**src/rtl/usps_consts.vh**
```
// register map, field positions and reset values of the pipe status block
`ifndef USPS_CONSTS_VH
`define USPS_CONSTS_VH
// register indices; byte address is four times the index
`define USPS_IDX_FLAG 9'h060
`define USPS_IDX_EVT 9'h062
`define USPS_IDX_MASK 9'h064
`define USPS_IDX_CTRL 9'h066
`define USPS_IDX_DMXPS 9'h068
`define USPS_IDX_PID 9'h06A
`define USPS_IDX_ADDR 9'h076
`define USPS_IDX_REQ0 9'h078
`define USPS_IDX_REQ1 9'h07A
`define USPS_IDX_REQ2 9'h07C
`define USPS_IDX_REQ3 9'h07E
// control register fields
`define USPS_CTRL_SCLK 0
`define USPS_CTRL_SRST 1
`define USPS_CTRL_DIR_LO 2
`define USPS_CTRL_DIR_HI 5
// event register fields
`define USPS_EVT_SETUP 0
`define USPS_EVT_ADDR 1
// reset values
`define USPS_RST_FLAG 4'h0
`define USPS_RST_EVT 2'h0
`define USPS_RST_MASK 6'h00
`define USPS_RST_CTRL 6'h00
`define USPS_RST_DMXPS 7'h40
`define USPS_RST_PID 8'h00
`define USPS_RST_ADDR 7'h00
`define USPS_RST_REQ 16'h0000
// request decode
`define USPS_REQ_SET_ADDR 8'h05
`define USPS_TYPE_STD_DEV 8'h00
// response codes
`define USPS_PID_STALL 2'h2
`define USPS_RESP_OKAY 2'h0
`define USPS_RESP_SLVERR 2'h2
`endif

```
**src/rtl/usps_top.v**
```verilog
// pipe status flags, device address and setup capture with an AXI4-Lite slave
//
// The AXI4-Lite register port was chosen for this implementation.
`timescale 1ns/1ps
`include "usps_consts.vh"
module usps_top #(
  parameter PIPE_MXPS = 11'd512, // max packet size, pipes 1-3
  parameter LEN_W = 11 // packet length width
) (
  input wire REF_CLK_IN,
  input wire RST_N_IN,
  // axi4-lite write address
  input wire [11:0] S_AXI_AWADDR_IN,
  input wire S_AXI_AWVALID_IN,
  output wire S_AXI_AWREADY_OUT,
  // axi4-lite write data
  input wire [31:0] S_AXI_WDATA_IN,
  input wire [3:0] S_AXI_WSTRB_IN,
  input wire S_AXI_WVALID_IN,
  output wire S_AXI_WREADY_OUT,
  // axi4-lite write response
  output wire [1:0] S_AXI_BRESP_OUT,
  output wire S_AXI_BVALID_OUT,
  input wire S_AXI_BREADY_IN,
  // axi4-lite read address
  input wire [11:0] S_AXI_ARADDR_IN,
  input wire S_AXI_ARVALID_IN,
  output wire S_AXI_ARREADY_OUT,
  // axi4-lite read data
  output wire [31:0] S_AXI_RDATA_OUT,
  output wire [1:0] S_AXI_RRESP_OUT,
  output wire S_AXI_RVALID_OUT,
  input wire S_AXI_RREADY_IN,
  // usb side events
  input wire USB_BUS_RST_IN,
  input wire [3:0] TX_EMPTY_IN,
  input wire RX_END_IN,
  input wire [1:0] RX_PIPE_IN,
  input wire [LEN_W-1:0] RX_LEN_IN,
  input wire SETUP_VALID_IN,
  input wire [63:0] SETUP_DATA_IN,
  input wire STATUS_DONE_IN,
  // outputs to the rest of the controller
  output wire [7:0] PIPE_RESP_OUT,
  output wire [6:0] DEV_ADDR_OUT,
  output wire SET_ADDR_AUTO_OUT,
  output wire IRQ_OUT
);

  // max packet size for one pipe; index 0 is the control pipe
  function [LEN_W-1:0] pipe_max;
    input [1:0] idx;
    input [6:0] dmxps;
    begin
      if (idx == 2'd0)
      begin
        pipe_max = {{(LEN_W-7){1'b0}}, dmxps};
      end
      else
      begin
        pipe_max = PIPE_MXPS[LEN_W-1:0];
      end
    end
  endfunction

  // register index match on a byte address
  function idx_hit;
    input [11:0] addr;
    input [8:0] idx;
    begin
      idx_hit = (addr[10:2] == idx) && (addr[1:0] == 2'b00) && !addr[11];
    end
  endfunction

  // --- bus slave state ---
  reg aw_hold_ff; // write address taken
  reg w_hold_ff; // write data taken
  reg [11:0] awaddr_ff; // latched write address
  reg [31:0] wdata_ff; // latched write data
  reg [3:0] wstrb_ff; // latched byte strobes
  reg bvalid_ff; // write response pending
  reg [1:0] bresp_ff; // write response code
  reg rvalid_ff; // read data pending
  reg [1:0] rresp_ff; // read response code
  reg [31:0] rdata_ff; // read data

  // --- block state ---
  reg [3:0] flag_ff; // empty/overrun flags, bit 0 control pipe
  reg [1:0] evt_ff; // sticky events, cleared by read
  reg [5:0] mask_ff; // interrupt enables {evt, flag}
  reg [5:0] ctrl_ff; // dir[5:2], soft reset, clock supply
  reg soft_rst_ff; // one-cycle soft reset
  reg [6:0] dmxps_ff; // control pipe max packet size
  reg [7:0] pid_ff; // 2-bit response code per pipe
  reg [6:0] addr_ff; // device bus address
  reg [6:0] addr_pend_ff; // address waiting for status stage
  reg pend_ff; // set-address in progress
  reg [15:0] req0_ff; // request and request type
  reg [15:0] req1_ff; // value word
  reg [15:0] req2_ff; // index word
  reg [15:0] req3_ff; // length word

  // --- combinational terms ---
  wire aw_fire; // write address handshake
  wire w_fire; // write data handshake
  wire ar_fire; // read address handshake
  wire wr_go; // register write this cycle
  wire wr_map; // write address is mapped
  wire wr_lo; // low byte lane written
  wire wr_hi; // high byte lane written
  wire sclk_on; // internal clock supplied
  wire clr_all; // soft reset pulse
  wire cap_clr; // soft or bus reset
  wire [3:0] dir_in; // pipe direction, 1 = IN
  wire [3:0] flag_set; // flag events this cycle
  wire [3:0] ovr_set; // oversize events this cycle
  wire [3:0] flag_clr; // software clears this cycle
  wire is_set_addr; // setup holds set-address
  wire rd_evt; // read of event register
  reg [31:0] rd_mux; // read data select
  reg rd_ok; // read address mapped

  // handshakes; one transfer per channel at a time
  assign S_AXI_AWREADY_OUT = !aw_hold_ff && !bvalid_ff;
  assign S_AXI_WREADY_OUT = !w_hold_ff && !bvalid_ff;
  assign S_AXI_ARREADY_OUT = !rvalid_ff;
  assign aw_fire = S_AXI_AWVALID_IN && S_AXI_AWREADY_OUT;
  assign w_fire = S_AXI_WVALID_IN && S_AXI_WREADY_OUT;
  assign ar_fire = S_AXI_ARVALID_IN && S_AXI_ARREADY_OUT;
  assign wr_go = aw_hold_ff && w_hold_ff && !bvalid_ff;
  assign wr_lo = wr_go && wstrb_ff[0];
  assign wr_hi = wr_go && wstrb_ff[1];

  // response outputs straight from flops
  assign S_AXI_BVALID_OUT = bvalid_ff;
  assign S_AXI_BRESP_OUT = bresp_ff;
  assign S_AXI_RVALID_OUT = rvalid_ff;
  assign S_AXI_RRESP_OUT = rresp_ff;
  assign S_AXI_RDATA_OUT = rdata_ff;

  // control decode
  assign sclk_on = ctrl_ff[`USPS_CTRL_SCLK];
  assign dir_in = ctrl_ff[`USPS_CTRL_DIR_HI:`USPS_CTRL_DIR_LO];
  assign clr_all = soft_rst_ff;
  assign cap_clr = soft_rst_ff || USB_BUS_RST_IN;
  assign rd_evt = ar_fire && idx_hit(S_AXI_ARADDR_IN, `USPS_IDX_EVT);

  // mapped writable or read-only targets
  assign wr_map = idx_hit(awaddr_ff, `USPS_IDX_FLAG)
    || idx_hit(awaddr_ff, `USPS_IDX_EVT)
    || idx_hit(awaddr_ff, `USPS_IDX_MASK)
    || idx_hit(awaddr_ff, `USPS_IDX_CTRL)
    || idx_hit(awaddr_ff, `USPS_IDX_DMXPS)
    || idx_hit(awaddr_ff, `USPS_IDX_PID)
    || idx_hit(awaddr_ff, `USPS_IDX_ADDR)
    || idx_hit(awaddr_ff, `USPS_IDX_REQ0)
    || idx_hit(awaddr_ff, `USPS_IDX_REQ1)
    || idx_hit(awaddr_ff, `USPS_IDX_REQ2)
    || idx_hit(awaddr_ff, `USPS_IDX_REQ3);

  // per-pipe set and clear terms
  genvar gi;
  generate
    for (gi = 0; gi < 4; gi = gi + 1)
    begin : g_pipe
      // oversize packet on an OUT pipe
      assign ovr_set[gi] = RX_END_IN && (RX_PIPE_IN == gi) && !dir_in[gi]
        && (RX_LEN_IN > pipe_max(gi, dmxps_ff));
      // drained buffers on an IN pipe, or oversize
      assign flag_set[gi] = (TX_EMPTY_IN[gi] && dir_in[gi])
        || ovr_set[gi];
      // zero written with clock supplied; ones ignored
      assign flag_clr[gi] = wr_lo && idx_hit(awaddr_ff, `USPS_IDX_FLAG)
        && sclk_on && !wdata_ff[gi];
    end
  endgenerate

  // standard device request to set the address
  assign is_set_addr = (SETUP_DATA_IN[7:0] == `USPS_TYPE_STD_DEV)
    && (SETUP_DATA_IN[15:8] == `USPS_REQ_SET_ADDR);

  // block outputs
  assign PIPE_RESP_OUT = pid_ff;
  assign DEV_ADDR_OUT = addr_ff;
  assign SET_ADDR_AUTO_OUT = pend_ff;
  assign IRQ_OUT = |({evt_ff, flag_ff} & mask_ff);

  // write channel capture and response
  always @(posedge REF_CLK_IN)
  begin
    if (!RST_N_IN)
    begin
      aw_hold_ff <= 1'b0;
      w_hold_ff <= 1'b0;
      awaddr_ff <= 12'h000;
      wdata_ff <= 32'h00000000;
      wstrb_ff <= 4'h0;
      bvalid_ff <= 1'b0;
      bresp_ff <= `USPS_RESP_OKAY;
    end
    else
    begin
      // address may arrive before or after data
      if (aw_fire)
      begin
        aw_hold_ff <= 1'b1;
        awaddr_ff <= S_AXI_AWADDR_IN;
      end
      if (w_fire)
      begin
        w_hold_ff <= 1'b1;
        wdata_ff <= S_AXI_WDATA_IN;
        wstrb_ff <= S_AXI_WSTRB_IN;
      end
      // both held: apply and answer
      if (wr_go)
      begin
        aw_hold_ff <= 1'b0;
        w_hold_ff <= 1'b0;
        bvalid_ff <= 1'b1;
        bresp_ff <= wr_map ? `USPS_RESP_OKAY : `USPS_RESP_SLVERR;
      end
      else if (bvalid_ff && S_AXI_BREADY_IN)
      begin
        bvalid_ff <= 1'b0;
      end
    end
  end

  // read data select
  always @*
  begin
    rd_mux = 32'h00000000;
    rd_ok = 1'b1;
    if (idx_hit(S_AXI_ARADDR_IN, `USPS_IDX_FLAG))
      rd_mux = {28'h0000000, flag_ff};
    else if (idx_hit(S_AXI_ARADDR_IN, `USPS_IDX_EVT))
      rd_mux = {30'h00000000, evt_ff};
    else if (idx_hit(S_AXI_ARADDR_IN, `USPS_IDX_MASK))
      rd_mux = {26'h0000000, mask_ff};
    else if (idx_hit(S_AXI_ARADDR_IN, `USPS_IDX_CTRL))
      rd_mux = {26'h0000000, ctrl_ff};
    else if (idx_hit(S_AXI_ARADDR_IN, `USPS_IDX_DMXPS))
      rd_mux = {25'h0000000, dmxps_ff};
    else if (idx_hit(S_AXI_ARADDR_IN, `USPS_IDX_PID))
      rd_mux = {24'h000000, pid_ff};
    else if (idx_hit(S_AXI_ARADDR_IN, `USPS_IDX_ADDR))
      rd_mux = {25'h0000000, addr_ff};
    else if (idx_hit(S_AXI_ARADDR_IN, `USPS_IDX_REQ0))
      rd_mux = {16'h0000, req0_ff};
    else if (idx_hit(S_AXI_ARADDR_IN, `USPS_IDX_REQ1))
      rd_mux = {16'h0000, req1_ff};
    else if (idx_hit(S_AXI_ARADDR_IN, `USPS_IDX_REQ2))
      rd_mux = {16'h0000, req2_ff};
    else if (idx_hit(S_AXI_ARADDR_IN, `USPS_IDX_REQ3))
      rd_mux = {16'h0000, req3_ff};
    else
      rd_ok = 1'b0;
  end

  // read channel
  always @(posedge REF_CLK_IN)
  begin
    if (!RST_N_IN)
    begin
      rvalid_ff <= 1'b0;
      rresp_ff <= `USPS_RESP_OKAY;
      rdata_ff <= 32'h00000000;
    end
    else if (ar_fire)
    begin
      // unmapped reads answer zero with an error
      rvalid_ff <= 1'b1;
      rresp_ff <= rd_ok ? `USPS_RESP_OKAY : `USPS_RESP_SLVERR;
      rdata_ff <= rd_mux;
    end
    else if (rvalid_ff && S_AXI_RREADY_IN)
    begin
      rvalid_ff <= 1'b0;
    end
  end

  // empty/overrun flags
  always @(posedge REF_CLK_IN)
  begin
    if (!RST_N_IN)
    begin
      flag_ff <= `USPS_RST_FLAG;
    end
    else if (clr_all)
    begin
      flag_ff <= `USPS_RST_FLAG;
    end
    else
    begin
      // set wins over a clear in the same cycle
      flag_ff <= (flag_ff & ~flag_clr) | flag_set;
    end
  end

  // sticky events, cleared by reading them
  always @(posedge REF_CLK_IN)
  begin
    if (!RST_N_IN)
    begin
      evt_ff <= `USPS_RST_EVT;
    end
    else if (clr_all)
    begin
      evt_ff <= `USPS_RST_EVT;
    end
    else
    begin
      // a new event beats the read clear
      evt_ff <= (rd_evt ? 2'b00 : evt_ff)
        | {pend_ff && STATUS_DONE_IN, SETUP_VALID_IN};
    end
  end

  // software control registers
  always @(posedge REF_CLK_IN)
  begin
    if (!RST_N_IN)
    begin
      mask_ff <= `USPS_RST_MASK;
      ctrl_ff <= `USPS_RST_CTRL;
      soft_rst_ff <= 1'b0;
      dmxps_ff <= `USPS_RST_DMXPS;
    end
    else if (clr_all)
    begin
      mask_ff <= `USPS_RST_MASK;
      ctrl_ff <= `USPS_RST_CTRL;
      soft_rst_ff <= 1'b0;
      dmxps_ff <= `USPS_RST_DMXPS;
    end
    else
    begin
      // soft reset is a write-one pulse
      soft_rst_ff <= wr_lo && idx_hit(awaddr_ff, `USPS_IDX_CTRL)
        && wdata_ff[`USPS_CTRL_SRST];
      if (wr_lo && idx_hit(awaddr_ff, `USPS_IDX_MASK))
        mask_ff <= wdata_ff[5:0];
      if (wr_lo && idx_hit(awaddr_ff, `USPS_IDX_CTRL))
        ctrl_ff <= {wdata_ff[5:2], 1'b0, wdata_ff[0]};
      if (wr_lo && idx_hit(awaddr_ff, `USPS_IDX_DMXPS))
        dmxps_ff <= wdata_ff[6:0];
    end
  end

  // per-pipe response codes, forced to stall on oversize
  always @(posedge REF_CLK_IN)
  begin
    if (!RST_N_IN)
    begin
      pid_ff <= `USPS_RST_PID;
    end
    else if (clr_all)
    begin
      pid_ff <= `USPS_RST_PID;
    end
    else
    begin
      if (wr_lo && idx_hit(awaddr_ff, `USPS_IDX_PID))
        pid_ff <= wdata_ff[7:0];
      // stall wins over a software write
      if (ovr_set[0])
        pid_ff[1:0] <= `USPS_PID_STALL;
      if (ovr_set[1])
        pid_ff[3:2] <= `USPS_PID_STALL;
      if (ovr_set[2])
        pid_ff[5:4] <= `USPS_PID_STALL;
      if (ovr_set[3])
        pid_ff[7:6] <= `USPS_PID_STALL;
    end
  end

  // device address, loaded only at status stage end
  always @(posedge REF_CLK_IN)
  begin
    if (!RST_N_IN)
    begin
      addr_ff <= `USPS_RST_ADDR;
      addr_pend_ff <= `USPS_RST_ADDR;
      pend_ff <= 1'b0;
    end
    else if (cap_clr)
    begin
      addr_ff <= `USPS_RST_ADDR;
      addr_pend_ff <= `USPS_RST_ADDR;
      pend_ff <= 1'b0;
    end
    else if (SETUP_VALID_IN)
    begin
      // a new setup replaces any pending request
      pend_ff <= is_set_addr;
      addr_pend_ff <= SETUP_DATA_IN[22:16];
    end
    else if (pend_ff && STATUS_DONE_IN)
    begin
      // bus writes never reach this register
      addr_ff <= addr_pend_ff;
      pend_ff <= 1'b0;
    end
  end

  // setup stage capture, read only from the bus
  always @(posedge REF_CLK_IN)
  begin
    if (!RST_N_IN)
    begin
      req0_ff <= `USPS_RST_REQ;
      req1_ff <= `USPS_RST_REQ;
      req2_ff <= `USPS_RST_REQ;
      req3_ff <= `USPS_RST_REQ;
    end
    else if (cap_clr)
    begin
      req0_ff <= `USPS_RST_REQ;
      req1_ff <= `USPS_RST_REQ;
      req2_ff <= `USPS_RST_REQ;
      req3_ff <= `USPS_RST_REQ;
    end
    else if (SETUP_VALID_IN)
    begin
      // only the usb side loads these
      req0_ff <= SETUP_DATA_IN[15:0];
      req1_ff <= SETUP_DATA_IN[31:16];
      req2_ff <= SETUP_DATA_IN[47:32];
      req3_ff <= SETUP_DATA_IN[63:48];
    end
  end

endmodule

```
**config.mk**
```make
export PLATFORM = sky130hd
export DESIGN_NAME = usps_top
export DESIGN_NICKNAME = d
export VERILOG_FILES = /design/src/rtl/usps_top.v
export VERILOG_INCLUDE_DIRS = /design/src /design/src/rtl
export SDC_FILE = /design/constraint.sdc
export NUM_CORES = 1
export LEC_CHECK = 0
export BUFFER_PORTS_ARGS = -buffer_cell sky130_fd_sc_hd__buf_4
export CAP_MARGIN = 0
export CORE_ASPECT_RATIO = 1.5
export CORE_MARGIN = 3
export CORE_UTILIZATION = 47
export CTS_CLUSTER_SIZE = 30
export DETAILED_ROUTE_END_ITERATION = 8
export HOLD_SLACK_MARGIN = 0.12
export PLACE_DENSITY = 0.77
export SETUP_SLACK_MARGIN = 0.15
export SYNTH_ARGS = -nofsm -noshare
export SYNTH_HDL_FRONTEND = slang
export SYNTH_SLANG_ARGS = --single-unit
```
**constraint.sdc**
```tcl
create_clock -name REF_CLK_IN -period 2 [get_ports REF_CLK_IN]
set_input_delay 0.2 -clock REF_CLK_IN [delete_from_list [all_inputs] [get_ports REF_CLK_IN]]
set_output_delay 0.2 -clock REF_CLK_IN [all_outputs]
set_load 0.02 [all_outputs]
```
Yosys cells after proc, flatten, opt, wreduce, memory -nomap -nowiden
Index checks and enable logic that the tools add are counted.
W data, S select, Z words.
{"block": "classes", "n_lt_le_gt_ge": 2, "n_eq_ne": 26, "muxes": 36, "bitwise_logic": 7, "reduce_logical": 133}
{"operator": "$eq A9 B7 Y1 const B", "count": 22}
{"operator": "$mux W16", "count": 11}
{"operator": "$logic_and A1 B1 Y1", "count": 84}
{"operator": "$mux W1", "count": 17}
{"operator": "$logic_or A1 B1 Y1", "count": 15}
{"operator": "$logic_not A1 Y1", "count": 14}
{"operator": "$mux W2", "count": 7}
{"operator": "$reduce_bool A2 Y1", "count": 7}
{"operator": "$reduce_or A3 Y1", "count": 4}
{"operator": "$gt A11 B10 Y1 const B", "count": 1}
{"operator": "$gt A11 B7 Y1", "count": 1}
{"operator": "$eq A8 B3 Y1 const B", "count": 1}
{"operator": "$logic_not A8 Y1", "count": 1}
{"operator": "$mux W8", "count": 1}
{"operator": "$and A6 B6 Y6", "count": 1}
{"operator": "$logic_not A2 Y1", "count": 3}
{"operator": "$reduce_or A2 Y1", "count": 3}
{"operator": "$reduce_or A6 Y1", "count": 1}
{"operator": "$and A4 B4 Y4", "count": 1}
{"operator": "$eq A2 B2 Y1 const B", "count": 2}
{"operator": "$not A4 Y4", "count": 1}
{"operator": "$or A4 B4 Y4", "count": 1}
{"operator": "$eq A2 B1 Y1 const B", "count": 1}
{"operator": "$not A1 Y1", "count": 2}
{"operator": "other kinds (2)", "count": 2}
{"block": "word_totals", "reg_bits": 173, "in_bits": 152, "output_inout_bits": 58, "elab_cells": 235}

Depth between registers and ports, before layout
Gate-level depths: netlist of the first run.
{"block": "depth", "word_depth": 15, "mapped_depth": 9, "depth_no_buf": 8}

Least setup slack after synthesis of the first run
No wires, ideal clock.
{"block": "synth_timing", "path_type": "reg2reg", "from": "reg awaddr_ff[0]", "to": "reg dmxps_ff[6]", "setup_time_ns": 0.120, "arrival_ns": 1.894, "required_ns": 1.880, "setup_slack_ns": -0.014, "path_stages_with_launch": 8, "n_path_buf": 1, "period_less_slack_ns": 2.014, "path_cell_list": "dfxtp_1 -> or4_4 -> nor4b_4 -> nand2b_2 -> nor3b_2 -> buf_6 -> nor2_2 -> a211o_1"}
{"block": "synth_between", "elab_chain_cells": 4}
{"item": "from (decl)", "line_no": "usps_top.v:78", "text": "reg [11:0] awaddr_ff;"}
{"item": "from (signal assigned)", "line_no": "usps_top.v:195", "text": "awaddr_ff <= 12'h000;"}
{"item": "from (signal assigned)", "line_no": "usps_top.v:207", "text": "awaddr_ff <= S_AXI_AWADDR_IN;"}
{"item": "$logic_not A2 Y1", "line_no": "usps_top.v:71", "text": "idx_hit = (addr[10:2] == idx) && (addr[1:0] == 2'b00) && !addr[11];"}
{"item": "$logic_and A1 B1 Y1 (2 in series)", "line_no": "usps_top.v:71"}
{"item": "$logic_and A1 B1 Y1", "line_no": "usps_top.v:346", "text": "if (wr_lo && idx_hit(awaddr_ff, `USPS_IDX_DMXPS))"}
{"item": "to (signal assigned)", "line_no": "usps_top.v:328", "text": "dmxps_ff <= `USPS_RST_DMXPS;"}
{"item": "to (signal assigned)", "line_no": "usps_top.v:335", "text": "dmxps_ff <= `USPS_RST_DMXPS;"}
{"item": "to (signal assigned)", "line_no": "usps_top.v:347", "text": "dmxps_ff <= wdata_ff[6:0];"}
{"item": "to (decl)", "line_no": "usps_top.v:93", "text": "reg [6:0] dmxps_ff;"}
No other way between the ends.
A chain may end at the register's enable or synchronous reset.

Final worst setup path of the first run
{"block": "layout_timing", "from": "reg awaddr_ff[11]", "to": "reg dmxps_ff[5]"}
{"block": "layout_between", "elab_chain_cells": 3}
{"item": "$logic_not A1 Y1", "line_no": "usps_top.v:71"}
{"item": "$logic_and A1 B1 Y1", "line_no": "usps_top.v:71"}
{"item": "$logic_and A1 B1 Y1", "line_no": "usps_top.v:346"}
No other way between the ends.

==> results of run 1 <==
registers in the layout (all words and copies together) (netlist names), 2 cells and up:
register	count
DEV_ADDR_OUT	7
PIPE_RESP_OUT	8
S_AXI_RDATA_OUT	16
awaddr_ff	12
ctrl_ff	5
dmxps_ff	7
evt_ff	2
flag_ff	4
mask_ff	6
req0_ff	16
req1_ff	16
req2_ff	16
req3_ff	16
wdata_ff	8
layer usage:
layer  GRT usage, %  vias up  routed length (µm)  share of wire, %
met3          5.424       68                1346               5.6
li1               -     3376                   -                 -
met2          53.89      297               12700                52
met4          16.48        0                1361               5.6
met1          30.93     3306                8784                36
met5              0        -                   0                 0
where the power goes:
group | internal [mW] | switching [mW] | total [mW]
Combinational | 0.496 | 0.481 | 0.977
Sequential | 3.04 | 0.0886 | 3.13
Clock | 2.01 | 1.20 | 3.21
Total | 5.55 | 1.77 | 7.32
area by class of cell:
cell class | instances | area share (%)
antenna | 1 | 0.02469
clock buffer | 21 | 4.543
clock inverter | 9 | 1.284
inverter | 19 | 0.7036
multi-input combinational | 593 | 37.22
sequential | 148 | 29.24
tap | 196 | 2.419
timing repair buffer | 298 | 24.56
cells by family (layout without fill, tap and decap cells):
logic type,after synthesis,after routing
buffers and inverters,82,347
DFF,148,148
other,1,19
AOI/OAI and AO/OA,162,162
and+or+nand+nor,297,297
muxes,109,109
adders and majority gates,7,7
cell usage after synthesis, types with 8 or more instances:
| master | count |
|---|---|
| nand3_1 | 12 |
| buf_1 | 12 |
| nor2_1 | 119 |
| o21ai_1 | 9 |
| nand2_1 | 75 |
| a22oi_1 | 9 |
| nand2b_1 | 10 |
| nor3_1 | 14 |
| clkbuf_1 | 27 |
| a21oi_1 | 56 |
| o21ai_0 | 22 |
| dfxtp_1 | 148 |
| mux2i_1 | 108 |
| nor3b_1 | 8 |
| inv_1 | 18 |
| a31oi_1 | 11 |
| buf_4 | 18 |
critical path: stages, from the launching register on:
cell and delay [ns]:
dfxtp_2 0.32, or4_4 0.56, nor4b_4 0.35, nand2b_2 0.11, nor3b_2 0.21, buf_6 0.18
mux2i_2 0.23, nor2_1 0.06
timing repair:
action,4_1_cts,5_1_grt
buffers inserted,2,0
endpoints found under the hold margin,95,0
gates cloned,1,0
hold buffers,93,0
endpoints found under the setup margin,26,32
resized for setup,4,4
pin swaps,7,16
path summary, 6_finish.rpt:
check                                    start     endpoint  slack, ns  cells past startpoint
worst min register to register     wstrb_ff[0]  wstrb_ff[0]       0.45                      2
worst max register to register   awaddr_ff[11]  dmxps_ff[5]      -0.16                      7
worst max-delay path             awaddr_ff[11]  dmxps_ff[5]      -0.16                      7
worst min-delay path            SETUP_VALID_IN   req1_ff[3]       0.15                      3
per-stage QoR:
step	hold slack [ns]	setup TNS [ns]	std cells
CTS	0.1417	-1.715	1284
floorplan	0.3175	0	823
finish	0.1511	-2.763	1285
global route	0.1706	-4.796	1285
detailed placement	0.4410	-1.309	1158
global placement	0.4343	-0.7173	1158
==> metrics.yaml, run 1 <==
rows: 54
syn_inst: 806
synthXorXnorAreaFrac_pct: 0
drtIter0Drc: 475
die_x_um: 105.8
design_area_um2: 10140
finalCritPeriodShare_pct: 107.8
synth_top_family_by_area: "simple AND/OR/NAND/NOR gates"
drcViolationCount: 0
fillCellCount: 1144
crit_required_ns: 2.29
grt_pass1_vias: 7127
root_buffer: "clkbuf_16"
initial_core_util_pct: 48.16
numCtsBuffers: 17
synth_area_um2: 7028
synth_seq_cells: 148
synth_top_area_cell: "dfxtp_1"
clock_path_buffers: 2
p_leak_nw: 4.258
die_h_um: 155.8
dp_slack_ns: -0.1028
synth-main-ff-cell: "dfxtp_1"
startpoint_type: "flop"
grt_max_degree: 73
multi_input_area_um2: 3772
vias: 7047
hpwl_um: 16940
synth_adder_area_share_pct: 1.246
final_common_cell: "buf_4"
drv_slew: 0
clk_pin_slew_worst_paths_ns: 0.06
pin_count: 210
nets: 1236
path_class: "reg2reg"
clock_skew_ns: 0.009213
cts_tree: "done"
crit_arrival_ns: 2.45
grt_antenna_before_repair: 1
synth-async-reset-ratio_pct: 0
violations: "negative setup slack"
clock_sinks: 148
final_util_pct: 69.45
seq_area_frac_synth_pct: 42.16
hold_class: "in2reg"
antenna_left: 0
cap_violations: 0
synthTopCellsByArea: "dfxtp_1 42%, mux2i_1 15%, nor2_1 6.4%"
power.density_nw_per_um2: 721.9
insertion_delay_ns: 0.42
synth_mux_area_share_pct: 15.54
vias_per_cell: 5.484
synth.distinct_cells: 72
seqCellArea_um2: 2964
port_buffers: 164
worst-path-max-fanout: 8
setup_ws_ns: -0.1557
max-vdd-ir-drop_mv: 0.5517
syn_avg_cell_area_um2: 8.720
worstMarginPinSlew_ns: 0.7240
track_usage_pct: 29.20
layout-drive-gt1-share_pct: 23.71
grt-ovfl-total: 0
crit_path_end_kind: "flop"
area_growth_pct: 44.22
synth_compound_area_share_pct: 14.47
rsz0062_at_grt: "yes"
grt_pass1_wl_um: 37490
synth_edf_count: 0
timing.slew.headroom_pct: 51.73
die-area_um2: 16490
status: "finished with violations"
min_period_ns: 2.156
synth-simple-area-share_pct: 20.99
dpl_cell_area_um2: 8563
hold_viol_final: 0
setup_viol: 26
finalPower_mw: 7.317
firstDrtPassIters: 5
cts.htree.levels: 4
core_um2: 14590
yosysWarnings: 0
wl_um: 24190
yosysTopAreaCellShare_pct: 42.16
max_freq_mhz: 463.9
wl_per_cell_um: 18.83
gp_congestion: 0.9437
mostFrequentLayoutCells: "202 x buf_4, 147 x dfxtp_1, 119 x nor2_1"
Power figures use the tool's default switching activity.
==> run 2, diff against run 1 <==
- SKIP_CTS_REPAIR_TIMING: default -> 1
==> metrics.yaml, run 2 (synthesis gave the netlist of run 1 again) <==
status: "finished with violations"
violations: "negative setup slack"
wl_per_cell_um: 19.21
grt_pass1_wl_um: 34060
dpl_cell_area_um2: 8563
wl_um: 24620
numCtsBuffers: 17
startpoint_type: "flop"
track_usage_pct: 26.61
cp_slowest_cell: "or4_4"
crit_path_end_kind: "flop"
rows: 54
root_buffer: "clkbuf_16"
crit_chain: "or4_4, nor4b_4, nand2b_2, nor3b_2, buf_6, mux2i_2, nor2_1"
die_h_um: 155.8
cap_violations: 0
firstDrtPassIters: 5
design_area_um2: 10120
grt-ovfl-total: 0
gp_congestion: 0.9437
worstMarginPinSlew_ns: 0.7492
core_um2: 14590
drcViolationCount: 0
crit_required_ns: 2.29
grt_pass1_vias: 6419
diodes: 0
clock_skew_ns: 0.008380
initial_core_util_pct: 48.16
cts.htree.levels: 4
max-vdd-ir-drop_mv: 0.5337
finalPower_mw: 7.337
drtIter0Drc: 542
vias_per_cell: 5.541
die_x_um: 105.8
setup_viol: 16
dp_slack_ns: -0.1028
fin_cells: 1282
antenna_left: 0
rsz0062_at_grt: "yes"
drv_slew: 0
fin_tns_setup_ns: -0.9726
clock_sinks: 148
path_class: "reg2reg"
port_buffers: 164
slowest_delay_ns: 0.56
min_period_ns: 2.119
timing.slew.headroom_pct: 50.05
clk_pin_slew_worst_paths_ns: 0.06
crit_arrival_ns: 2.41
cts_tree: "done"
final_common_cell: "buf_4"
hold_class: "in2reg"
die-area_um2: 16490
setup_ws_ns: -0.1193
hpwl_um: 16940
insertion_delay_ns: 0.42
dp_cells: 1158
pin_count: 210
crit_family: "simple AND/OR/NAND/NOR gates"
power.density_nw_per_um2: 725.0
grt_max_degree: 73
vias: 7104
p_leak_nw: 4.236
layout-drive-gt1-share_pct: 23.66
max_freq_mhz: 471.9
worst-path-max-fanout: 8
grt_antenna_before_repair: 0
nets: 1234
multi_input_area_um2: 3770
critPathBufInv: 1
clock_path_buffers: 2
hold_viol_final: 0
fillCellCount: 1143
finalCritPeriodShare_pct: 106.0
area_growth_pct: 43.99
seqCellArea_um2: 2964
mostFrequentLayoutCells: "199 x buf_4, 147 x dfxtp_1, 118 x nor2_1"
run 2: area by class of cell:
type                       count  share of cell area, %
clock buffer                  21                  4.550
tap                          196                  2.423
multi-input combinational    593                  37.25
clock inverter                 9                  1.286
inverter                      19                 0.7047
sequential                   148                  29.29
timing repair buffer         296                  24.49
run 2: worst reg2reg max path: cells and delay by family, from the launching register on:
kind	cells	cell delay, ns
simple gates	5	1.25
flops	1	0.32
mux	1	0.25
buf+inv	1	0.18
run 2: per-layer routing:
| metal | part of all wire [%] | global-route usage, % | wire length, µm |
|---|---|---|---|
| met5 | 0 | 0 | 0 |
| met4 | 6.2 | 15.19 | 1518 |
| met3 | 5.6 | 5.176 | 1373 |
| met2 | 52 | 47.02 | 12920 |
| met1 | 36 | 29.77 | 8810 |
run 2: through the flow:
step / hold WS, ns / util (%)
finish: 0.1497 / 69.34
global route: 0.1697 / 69.34
CTS: 0.01514 / 62.72
detailed placement: 0.4410 / 58.68
global placement: 0.4343 / 58.68
floorplan: 0.3175 / -
run 2: path summary, 6_finish.rpt:
path	from	to	slack [ns]	cells past startpoint
hold / removal	SETUP_VALID_IN	req1_ff[3]	0.15	3
setup reg to reg	awaddr_ff[11]	dmxps_ff[5]	-0.12	7
hold reg to reg	wstrb_ff[0]	wstrb_ff[0]	0.45	2
setup / recovery	awaddr_ff[11]	dmxps_ff[5]	-0.12	7
run 2: report_power, final:
group / switching (mW) / internal [mW]
Clock: 1.22 / 2.01
Sequential: 0.0872 / 3.04
Combinational: 0.487 / 0.496
